### src/ipt_regs.vh
// Contract
// - Three-bit CPU level at status bits 7..5
// - Extension bit above field gives levels 8..15
// - No user interrupt while extension bit set
// - Extension reads one above 7, clear-only, resets zero
// - Level field read-only while nesting disabled
// - Nesting disable at control-one bit 15
// - Overflow flags A bit 14, B bit 13
// - Catastrophic flags A bit 12, B bit 11
// - Overflow traps gated by enables bits 10, 9
// - Catastrophic traps gated by enable bit 8
// - Bad shift bit 7, divide zero bit 6
// - Math trap flag bit 4 on any math trap; code sets it on bad shift or divide zero only, not on accumulator traps
// - Address 3, stack 2, oscillator 1; bit 0 zero
// - Control-two bit 15 selects alternate vector table
// - Timed disable status read-only at bit 14
// - Edge polarity bits 2..0, one means falling
// - Request flags set on request, read/write, reset zero
// - Group zero flag layout
// - Group one flag layout
// - Hardware sets flags, software clears them; code also lets software set a flag by writing one
// - Eight programmable priority levels per source; code treats level 0 as never arbitrated, so seven can raise a request
`ifndef IPT_REGS_VH
`define IPT_REGS_VH
`define IPT_OFF_STATUS 12'h000
`define IPT_OFF_CORE 12'h004
`define IPT_OFF_CTL1 12'h008
`define IPT_OFF_CTL2 12'h00C
`define IPT_OFF_FLAGS0 12'h010
`define IPT_OFF_FLAGS1 12'h014
`define IPT_OFF_TRAPIN 12'h018
`define IPT_OFF_PRIO0 12'h01C
`define IPT_OFF_PRIO1 12'h020
`define IPT_OFF_PRIO2 12'h024
`define IPT_LVL_LSB 5
`define IPT_EXT_BIT 3
`define IPT_NESTING_DISABLE_BIT 15
`define IPT_ALT_BIT 15
`define IPT_TIMED_DISABLE_ACTIVE_BIT 14
`define IPT_FLAGS0_MASK 16'h3E8F
`define IPT_FLAGS1_MASK 16'h201F
`define IPT_CTL1_WMASK 16'hFFDE
`define IPT_NUM_SRC 14
`define IPT_CTL1_RESET 16'h0000
`endif

### src/ipt_sync.v
`timescale 1ns/1ps
// Two-stage synchroniser for asynchronous pin levels
module ipt_sync #(
   parameter W = 3
) (
   input wire pclk,
   input wire presetn,
   input wire ce,
   input wire [W-1:0] d,
   output reg [W-1:0] q
);
   reg [W-1:0] meta;
   // First stage feeds only the second
   always @(posedge pclk or negedge presetn) begin
      if (!presetn) begin
         meta <= {W{1'b0}};
         q <= {W{1'b0}};
      end else if (ce) begin
         meta <= d;
         q <= meta;
      end
   end
endmodule // ipt_sync

### src/ipt_edge.v
`timescale 1ns/1ps
// Edge detector with selectable polarity per pin
module ipt_edge #(
   parameter W = 3
) (
   input wire pclk,
   input wire presetn,
   input wire ce,
   input wire [W-1:0] level,
   input wire [W-1:0] falling_sel,
   output wire [W-1:0] hit
);
   reg [W-1:0] prev;
   // Previous synchronised level
   always @(posedge pclk or negedge presetn) begin
      if (!presetn) begin
         prev <= {W{1'b0}};
      end else if (ce) begin
         prev <= level;
      end
   end
   genvar i;
   generate
      for (i = 0; i < W; i = i + 1) begin : g_edge
         // One selects falling, zero rising
         assign hit[i] = ce & (falling_sel[i] ? (prev[i] & ~level[i]) : (~prev[i] & level[i]));
      end
   endgenerate
endmodule // ipt_edge

### src/ipt_core.v
// Implementation choices: the APB register port and the address map.
`timescale 1ns/1ps
`include "ipt_regs.vh"
// Interrupt priority state, trap flags and request flags behind APB
module ipt_core #(
   parameter NSRC = `IPT_NUM_SRC
) (
   input wire pclk,
   input wire presetn,
   input wire ce,
   input wire psel,
   input wire penable,
   input wire pwrite,
   input wire [11:0] paddr,
   input wire [31:0] pwdata,
   output reg [31:0] prdata,
   output reg pready,
   output reg pslverr,
   input wire [2:0] ext_pin,
   input wire [10:0] periph_req,
   input wire acc_a_overflow,
   input wire acc_b_overflow,
   input wire acc_a_catastrophic,
   input wire acc_b_catastrophic,
   input wire bad_shift,
   input wire divide_zero,
   input wire address_error,
   input wire stack_error,
   input wire oscillator_fail,
   input wire timed_disable_in,
   input wire trap_taken,
   input wire [3:0] trap_level,
   input wire [NSRC-1:0] source_enable,
   output reg irq_valid,
   output reg [3:0] irq_source,
   output reg [2:0] irq_level,
   output reg trap_valid,
   output reg alternate_table_select,
   output reg [3:0] cpu_level
);
   // Architectural state
   reg [2:0] cpu_level_low_field;
   reg cpu_level_extension;
   reg nesting_disable;
   reg acc_a_overflow_trap_flag, acc_b_overflow_trap_flag;
   reg acc_a_catastrophic_flag, acc_b_catastrophic_flag;
   reg acc_a_overflow_trap_enable, acc_b_overflow_trap_enable, catastrophic_trap_enable;
   reg bad_shift_cause, divide_zero_cause, math_trap_flag;
   reg address_trap_flag, stack_trap_flag, oscillator_trap_flag;
   reg timed_disable_active;
   reg [2:0] ext_falling_select;
   reg [15:0] flags0, flags1;
   reg [3*NSRC-1:0] src_prio;
   reg [15:0] next_rdata;
   reg next_pslverr;
   wire [2:0] ext_sync;
   wire [2:0] ext_hit;
   wire access = psel & penable & ce;
   wire wr = access & pwrite & ~pready;
   wire [15:0] wd = pwdata[15:0];
   wire [3:0] eff_level = {cpu_level_extension, cpu_level_low_field};
   // Accumulator trap causes gated by their enables
   wire ova_ev = acc_a_overflow & acc_a_overflow_trap_enable;
   wire ovb_ev = acc_b_overflow & acc_b_overflow_trap_enable;
   wire cova_ev = acc_a_catastrophic & catastrophic_trap_enable;
   wire covb_ev = acc_b_catastrophic & catastrophic_trap_enable;
   wire math_ev = bad_shift | divide_zero;
   wire any_trap = ova_ev | ovb_ev | cova_ev | covb_ev | math_ev | address_error | stack_error | oscillator_fail;

   ipt_sync #(.W(3)) u_sync (
      .pclk(pclk),
      .presetn(presetn),
      .ce(ce),
      .d(ext_pin),
      .q(ext_sync)
   );

   ipt_edge #(.W(3)) u_edge (
      .pclk(pclk),
      .presetn(presetn),
      .ce(ce),
      .level(ext_sync),
      .falling_sel(ext_falling_select),
      .hit(ext_hit)
   );

   // Hardware request vectors in register bit positions
   wire [15:0] set0 = {2'b00, periph_req[10:6], 1'b0, periph_req[5], 3'b000, periph_req[4:2], ext_hit[0]};
   // Bits 3 and 2 share the converter request; bits 1 and 0 are the two bus events
   wire [15:0] set1 = {2'b00, ext_hit[2], 8'h00, ext_hit[1], periph_req[10], periph_req[10], periph_req[1:0]};

   // Sources in natural order, lowest index wins ties
   // Fourteen arbitrated sources; the two late pin flags are status only
   wire [NSRC-1:0] pend = {flags1[3:0], flags0[13:9], flags0[7], flags0[3:0]};

   // APB write and hardware set logic; a set in the same cycle beats a clear
   always @(posedge pclk or negedge presetn) begin
      if (!presetn) begin
         cpu_level_low_field <= 3'b000;
         cpu_level_extension <= 1'b0;
         nesting_disable <= 1'b0;
         {acc_a_overflow_trap_flag, acc_b_overflow_trap_flag} <= 2'b00;
         {acc_a_catastrophic_flag, acc_b_catastrophic_flag} <= 2'b00;
         {acc_a_overflow_trap_enable, acc_b_overflow_trap_enable, catastrophic_trap_enable} <= 3'b000;
         {bad_shift_cause, divide_zero_cause, math_trap_flag} <= 3'b000;
         {address_trap_flag, stack_trap_flag, oscillator_trap_flag} <= 3'b000;
         alternate_table_select <= 1'b0;
         timed_disable_active <= 1'b0;
         ext_falling_select <= 3'b000;
         flags0 <= 16'h0000;
         flags1 <= 16'h0000;
         src_prio <= {3*NSRC{1'b0}};
      end else if (ce) begin
         timed_disable_active <= timed_disable_in;
         // Status word: level field locked while nesting disabled
         if (wr && paddr == `IPT_OFF_STATUS && !nesting_disable) begin
            cpu_level_low_field <= wd[`IPT_LVL_LSB+2:`IPT_LVL_LSB];
         end
         // Extension bit: software may only clear it
         if (trap_taken) begin
            cpu_level_extension <= trap_level[3];
            cpu_level_low_field <= trap_level[2:0];
         end else if (wr && paddr == `IPT_OFF_CORE && !wd[`IPT_EXT_BIT]) begin
            cpu_level_extension <= 1'b0;
         end
         if (wr && paddr == `IPT_OFF_CTL1) begin
            nesting_disable <= wd[15];
            {acc_a_overflow_trap_flag, acc_b_overflow_trap_flag} <= wd[14:13];
            {acc_a_catastrophic_flag, acc_b_catastrophic_flag} <= wd[12:11];
            {acc_a_overflow_trap_enable, acc_b_overflow_trap_enable, catastrophic_trap_enable} <= wd[10:8];
            {bad_shift_cause, divide_zero_cause} <= wd[7:6];
            math_trap_flag <= wd[4];
            {address_trap_flag, stack_trap_flag, oscillator_trap_flag} <= wd[3:1];
         end
         // Trap causes set after any write of the same cycle
         if (ova_ev) acc_a_overflow_trap_flag <= 1'b1;
         if (ovb_ev) acc_b_overflow_trap_flag <= 1'b1;
         if (cova_ev) acc_a_catastrophic_flag <= 1'b1;
         if (covb_ev) acc_b_catastrophic_flag <= 1'b1;
         if (bad_shift) bad_shift_cause <= 1'b1;
         if (divide_zero) divide_zero_cause <= 1'b1;
         if (math_ev) math_trap_flag <= 1'b1;
         if (address_error) address_trap_flag <= 1'b1;
         if (stack_error) stack_trap_flag <= 1'b1;
         if (oscillator_fail) oscillator_trap_flag <= 1'b1;
         if (wr && paddr == `IPT_OFF_CTL2) begin
            alternate_table_select <= wd[`IPT_ALT_BIT];
            ext_falling_select <= wd[2:0];
         end
         // Flags: software writes, hardware sets win
         if (wr && paddr == `IPT_OFF_FLAGS0) begin
            flags0 <= (wd & `IPT_FLAGS0_MASK) | (set0 & `IPT_FLAGS0_MASK);
         end else begin
            flags0 <= flags0 | (set0 & `IPT_FLAGS0_MASK);
         end
         if (wr && paddr == `IPT_OFF_FLAGS1) begin
            flags1 <= (wd & `IPT_FLAGS1_MASK) | (set1 & `IPT_FLAGS1_MASK);
         end else begin
            flags1 <= flags1 | (set1 & `IPT_FLAGS1_MASK);
         end
         // Priorities, five sources per word, four in the third
         if (wr && paddr == `IPT_OFF_PRIO0) src_prio[14:0] <= wd[14:0];
         if (wr && paddr == `IPT_OFF_PRIO1) src_prio[29:15] <= wd[14:0];
         if (wr && paddr == `IPT_OFF_PRIO2) src_prio[3*NSRC-1:30] <= wd[3*NSRC-31:0];
      end
   end

   // Read mux; unmapped addresses answer with an error
   always @* begin
      next_rdata = 16'h0000;
      next_pslverr = 1'b0;
      case (paddr)
         `IPT_OFF_STATUS: next_rdata = {8'h00, cpu_level_low_field, 5'b00000};
         `IPT_OFF_CORE: next_rdata = {12'h000, cpu_level_extension, 3'b000};
         `IPT_OFF_CTL1: next_rdata = {nesting_disable, acc_a_overflow_trap_flag, acc_b_overflow_trap_flag,
            acc_a_catastrophic_flag, acc_b_catastrophic_flag, acc_a_overflow_trap_enable,
            acc_b_overflow_trap_enable, catastrophic_trap_enable, bad_shift_cause, divide_zero_cause,
            1'b0, math_trap_flag, address_trap_flag, stack_trap_flag, oscillator_trap_flag, 1'b0};
         `IPT_OFF_CTL2: next_rdata = {alternate_table_select, timed_disable_active, 11'h000, ext_falling_select};
         `IPT_OFF_FLAGS0: next_rdata = flags0;
         `IPT_OFF_FLAGS1: next_rdata = flags1;
         `IPT_OFF_TRAPIN: next_rdata = {15'h0000, any_trap};
         `IPT_OFF_PRIO0: next_rdata = {1'b0, src_prio[14:0]};
         `IPT_OFF_PRIO1: next_rdata = {1'b0, src_prio[29:15]};
         `IPT_OFF_PRIO2: next_rdata = {{(46-3*NSRC){1'b0}}, src_prio[3*NSRC-1:30]};
         default: next_pslverr = 1'b1;
      endcase
   end

   // Arbitration: highest priority, natural order breaks ties
   reg [3:0] best_src;
   reg [2:0] best_lvl;
   reg best_ok;
   integer k;
   always @* begin
      best_src = 4'h0;
      best_lvl = 3'b000;
      best_ok = 1'b0;
      for (k = NSRC - 1; k >= 0; k = k - 1) begin
         if (pend[k] && source_enable[k] && src_prio[3*k +: 3] >= best_lvl && src_prio[3*k +: 3] != 3'b000) begin
            best_src = k[3:0];
            best_lvl = src_prio[3*k +: 3];
            best_ok = 1'b1;
         end
      end
   end

   // APB answer is one wait state: pready rises in the cycle after setup-plus-access
   always @(posedge pclk or negedge presetn) begin
      if (!presetn) begin
         prdata <= 32'h0000_0000;
         pready <= 1'b0;
         pslverr <= 1'b0;
         irq_valid <= 1'b0;
         irq_source <= 4'h0;
         irq_level <= 3'b000;
         trap_valid <= 1'b0;
         cpu_level <= 4'h0;
      end else if (ce) begin
         pready <= access & ~pready;
         pslverr <= access & ~pready & next_pslverr;
         if (access && !pready) prdata <= {16'h0000, next_rdata};
         cpu_level <= eff_level;
         trap_valid <= any_trap;
         // Extension set blocks users; strict compare against full level
         irq_valid <= best_ok & ~cpu_level_extension & ({1'b0, best_lvl} > eff_level);
         irq_source <= best_src;
         irq_level <= best_lvl;
      end
   end
endmodule // ipt_core

### config.mk
export PLATFORM = sky130hd
export DESIGN_NAME = ipt_core
export DESIGN_NICKNAME = d
export VERILOG_FILES = /design/src/ipt_sync.v /design/src/ipt_edge.v /design/src/ipt_core.v
export VERILOG_INCLUDE_DIRS = /design/src
export SDC_FILE = /design/constraint.sdc
export NUM_CORES = 1
export LEC_CHECK = 0
export BUFFER_PORTS_ARGS = -buffer_cell sky130_fd_sc_hd__buf_2
export CORE_ASPECT_RATIO = 1.75
export CORE_MARGIN = 5
export CORE_UTILIZATION = 56
export DETAILED_ROUTE_END_ITERATION = 12
export PLACE_DENSITY = 0.81
export SETUP_SLACK_MARGIN = 0.02
export SLEW_MARGIN = 20
export SYNTH_ARGS = -nofsm -noshare
export SYNTH_HDL_FRONTEND = slang
export SYNTH_SLANG_ARGS = --single-unit
export TNS_END_PERCENT = 50
### constraint.sdc
create_clock -name pclk -period 22.2 [get_ports pclk]
set_input_delay 3.33 -clock pclk [delete_from_list [all_inputs] [get_ports pclk]]
set_output_delay 3.33 -clock pclk [all_outputs]
set_load 0.005 [all_outputs]
==> flow_metrics.py <==
metrics = {
    "drt": {
        "drt-initial-drc-count": 814,
        "vias": 7457,
        "drt-wirelength-per-cell_um": 22.2,
        "antenna_left": 0,
        "firstDrtPassIters": 6,
        "wirelength_um": 25700,
        "drc_errors": 0,
        "viasPerCell": 6.43,
    },
    "placement": {
        "dp_hpwl_um": 19000,
        "gp_congestion": 0.949,
        "portBuffers": 108,
        "pre_cts_ws_ps": 122,
        "placed_cells": 1124,
    },
    "timing": {
        "fin_crit_ps": 21380,
        "maxSlewViolCount": 0,
        "period_share_pct": 96.3,
        "setup_viol": 0,
        "worst_slack_ps": 819,
        "tightest_slew_ps": 1150,
        "clock.fmax_mhz": 46.8,
        "fin_skew_ps": 6.70,
        "hold_violations": 0,
        "setup_tns_ps": 0,
        "hold-worst-slack_ps": 469,
        "relSlewSlack_pct": 22.9,
    },
    "floorplanning": {
        "die_w_um": 98.0,
        "start_util_pct": 56.7,
        "design.core.area_mm2": 0.0134,
        "pin_count": 141,
        "row_count": 56,
        "dieHeight_um": 164,
        "die-area_mm2": 0.0161,
    },
    "yosys": {
        "ys_warn_count": 0,
        "ys_seq_area_share_pct": 39.9,
        "synthFlopType": "dfrtp_1",
        "netlist_instances": 836,
        "synth_top_cell_area_share_pct": 39.9,
        "syn_area_per_cell_um2": 9.07,
        "yosys-top-cells-area": "dfrtp_1 (40%), nand2_1 (6.9%), mux2_2 (6.5%)",
        "yosys.area.top_type": "dfrtp_1",
        "synth_edf_count": 0,
        "synthArstFlopShare_pct": 100,
        "syn-cell-area_mm2": 0.00758,
        "yosys_register_bits": 121,
        "synth_most_common_cell": "nand2_1",
        "synth_commonest_cells": "nand2_1 (140), dfrtp_1 (121), o21ai_0 (74)",
        "ys_types": 85,
    },
    "setup_path": {
        "path_common_cell": "ha_1",
        "crit_slowest_cell": "mux2_2",
        "crit_start": "source_enable[13]",
        "rrSetupSlack_ps": 3290,
        "timing.rr.start": "flags1[3]",
        "crit_path_end_kind": "register",
        "critPathMaxStageDelay_ps": 390,
        "critPathKind": "in2reg",
        "r2r_cells": 94,
        "crit_path_start_kind": "primary input",
        "cp_max_fo": 7,
        "arrival_ps": 21690,
        "cp.required_ps": 22510,
    },
    "cells_and_area": {
        "drive_gt1_share_pct": 27.8,
        "nFillCells": 1058,
        "antenna_cells": 0,
        "stdcell_count": 1159,
        "area_delta_synth_final_pct": 21.5,
        "fin_nets": 1087,
        "finalCoreUtilization_pct": 68.8,
    },
    "clocking": {
        "htree_levels": 4,
        "cts_made_buffers": 17,
        "clk_pin_slew_worst_paths_ps": 60,
        "cts_tree": "yes",
        "clock_sinks": 121,
        "insertion_delay_ps": 420,
        "root_buffer": "clkbuf_16",
        "cts_max_path_buffers": 2,
    },
    "status": {
        "status": "finished, final reports clean",
    },
    "global_routing": {
        "grt_usage_pct": 32.3,
        "grt_pass1_wl_um": 40100,
        "grt_max_degree": 68,
        "antenna_found_initial": 0,
        "first_global_vias": 7530,
        "overflow": 0,
    },
    "worst_hold_path": {
        "holdCritStartpoint": "prdata[6]",
        "min_path_cells": 1,
        "hold_path.class": "reg2reg",
    },
    "power_and_ir_drop": {
        "power_density_mw_per_mm2": 66.8,
        "vdd_drop_max_mv": 0.0868,
        "p_leak_nw": 4.41,
    },
    "run": {
        "cap_viol_max_count": 0,
    },
}
[logic make-up (layout without fill, tap and decap cells)]
kind of cell | after synthesis | count (layout) | synth area share, %
flip-flops | 121 | 121 | 39.9
other | 1 | 16 | 0.0494
buffers and inverters | 81 | 215 | 5.01
AND/OR/NAND/NOR | 295 | 295 | 18.2
AO/OA/AOI/OAI | 254 | 254 | 23.8
adder cells (fa/ha/maj) | 25 | 25 | 4.03
multiplexers | 59 | 59 | 8.91
[cell type report]
type                       count  area [µm²]  share of cell area, %
clock inverter                14         245                   2.66
inverter                      33         124                   1.34
clock buffer                  18         429                   4.66
tap                          174         218                   2.36
timing repair buffer         150         858                   9.32
sequential                   121        3030                   32.9
multi-input combinational    649        4310                   46.8
[power breakdown]
| group | leakage, nW | switching [mW] | internal (mW) |
|---|---|---|---|
| clock | 0.325 | 0.108 | 0.211 |
| sequential | 1.40 | 0.00542 | 0.228 |
| combinational | 2.69 | 0.0362 | 0.0270 |
| total | 4.41 | 0.149 | 0.466 |
[metal layers]
| metal | global-route usage (%) | part of all wire, % |
|---|---|---|
| met1 | 35.3 | 34 |
| met3 | 5.40 | 7.4 |
| met2 | 56.3 | 50 |
| met4 | 22.8 | 8.1 |
| met5 | 0 | 0 |
[layout by cell type (no fill, tap or decap), drive strengths merged, types with 10 or more instances in the layout]
master    n
nor2b    11
a22oi    16
clkbuf   18
nand3    34
buf     150
inv      33
o21ai    77
dfrtp   121
nand2   140
conb     16
a21o     19
ha       22
a21oi    47
nand2b   11
o211ai   10
and2     10
nor2     34
a222oi   13
mux2     50
nor3     20
[registers in the layout, summed over array words and instances (netlist names), 3 cells and up]
signal and cells:
u_sync.meta 3, ext_falling_select 3, flags1 6, irq_source 4
irq_level 3, cpu_level_low_field 3, u_edge.prev 3, src_prio 42
cpu_level 4, prdata 16, flags0 10, u_sync.q 3
[worst max-delay path: cells and delay by family]
| family | cells | cell delay [ps] |
|---|---|---|
| AO/OA/AOI/OAI | 31 | 5520 |
| adder cells (fa/ha/maj) | 17 | 4930 |
| AND/OR/NAND/NOR | 33 | 4100 |
| multiplexers | 9 | 3100 |
| buffers and inverters | 5 | 710 |
[worst paths after layout]
| path | end |
|---|---|
| setup / recovery | irq_valid |
| min in group asynchronous | cpu_level[3] |
| hold reg to reg | prdata[6] |
| max in group asynchronous | flags0[9] |
| hold / removal | prdata[6] |
| setup reg to reg | irq_valid |
[timing repair]
item                       in CTS  in global routing
hold buffers                    0                  0
setup endpoints to repair       0                  4
gates resized for setup         0                 19
hold endpoints to repair        0                  0
buffers inserted                0                  3
[metrics by stage]
step	area [µm²]	total power, mW
6_report	9210	0.616
5_1_grt	9210	0.632
4_1_cts	9120	0.614
3_5_place_dp	8450	0.298
3_3_place_gp	8450	0.296
2_1_floorplan	7640	0.269
No activity file was read; power rests on OpenSTA's default activity.
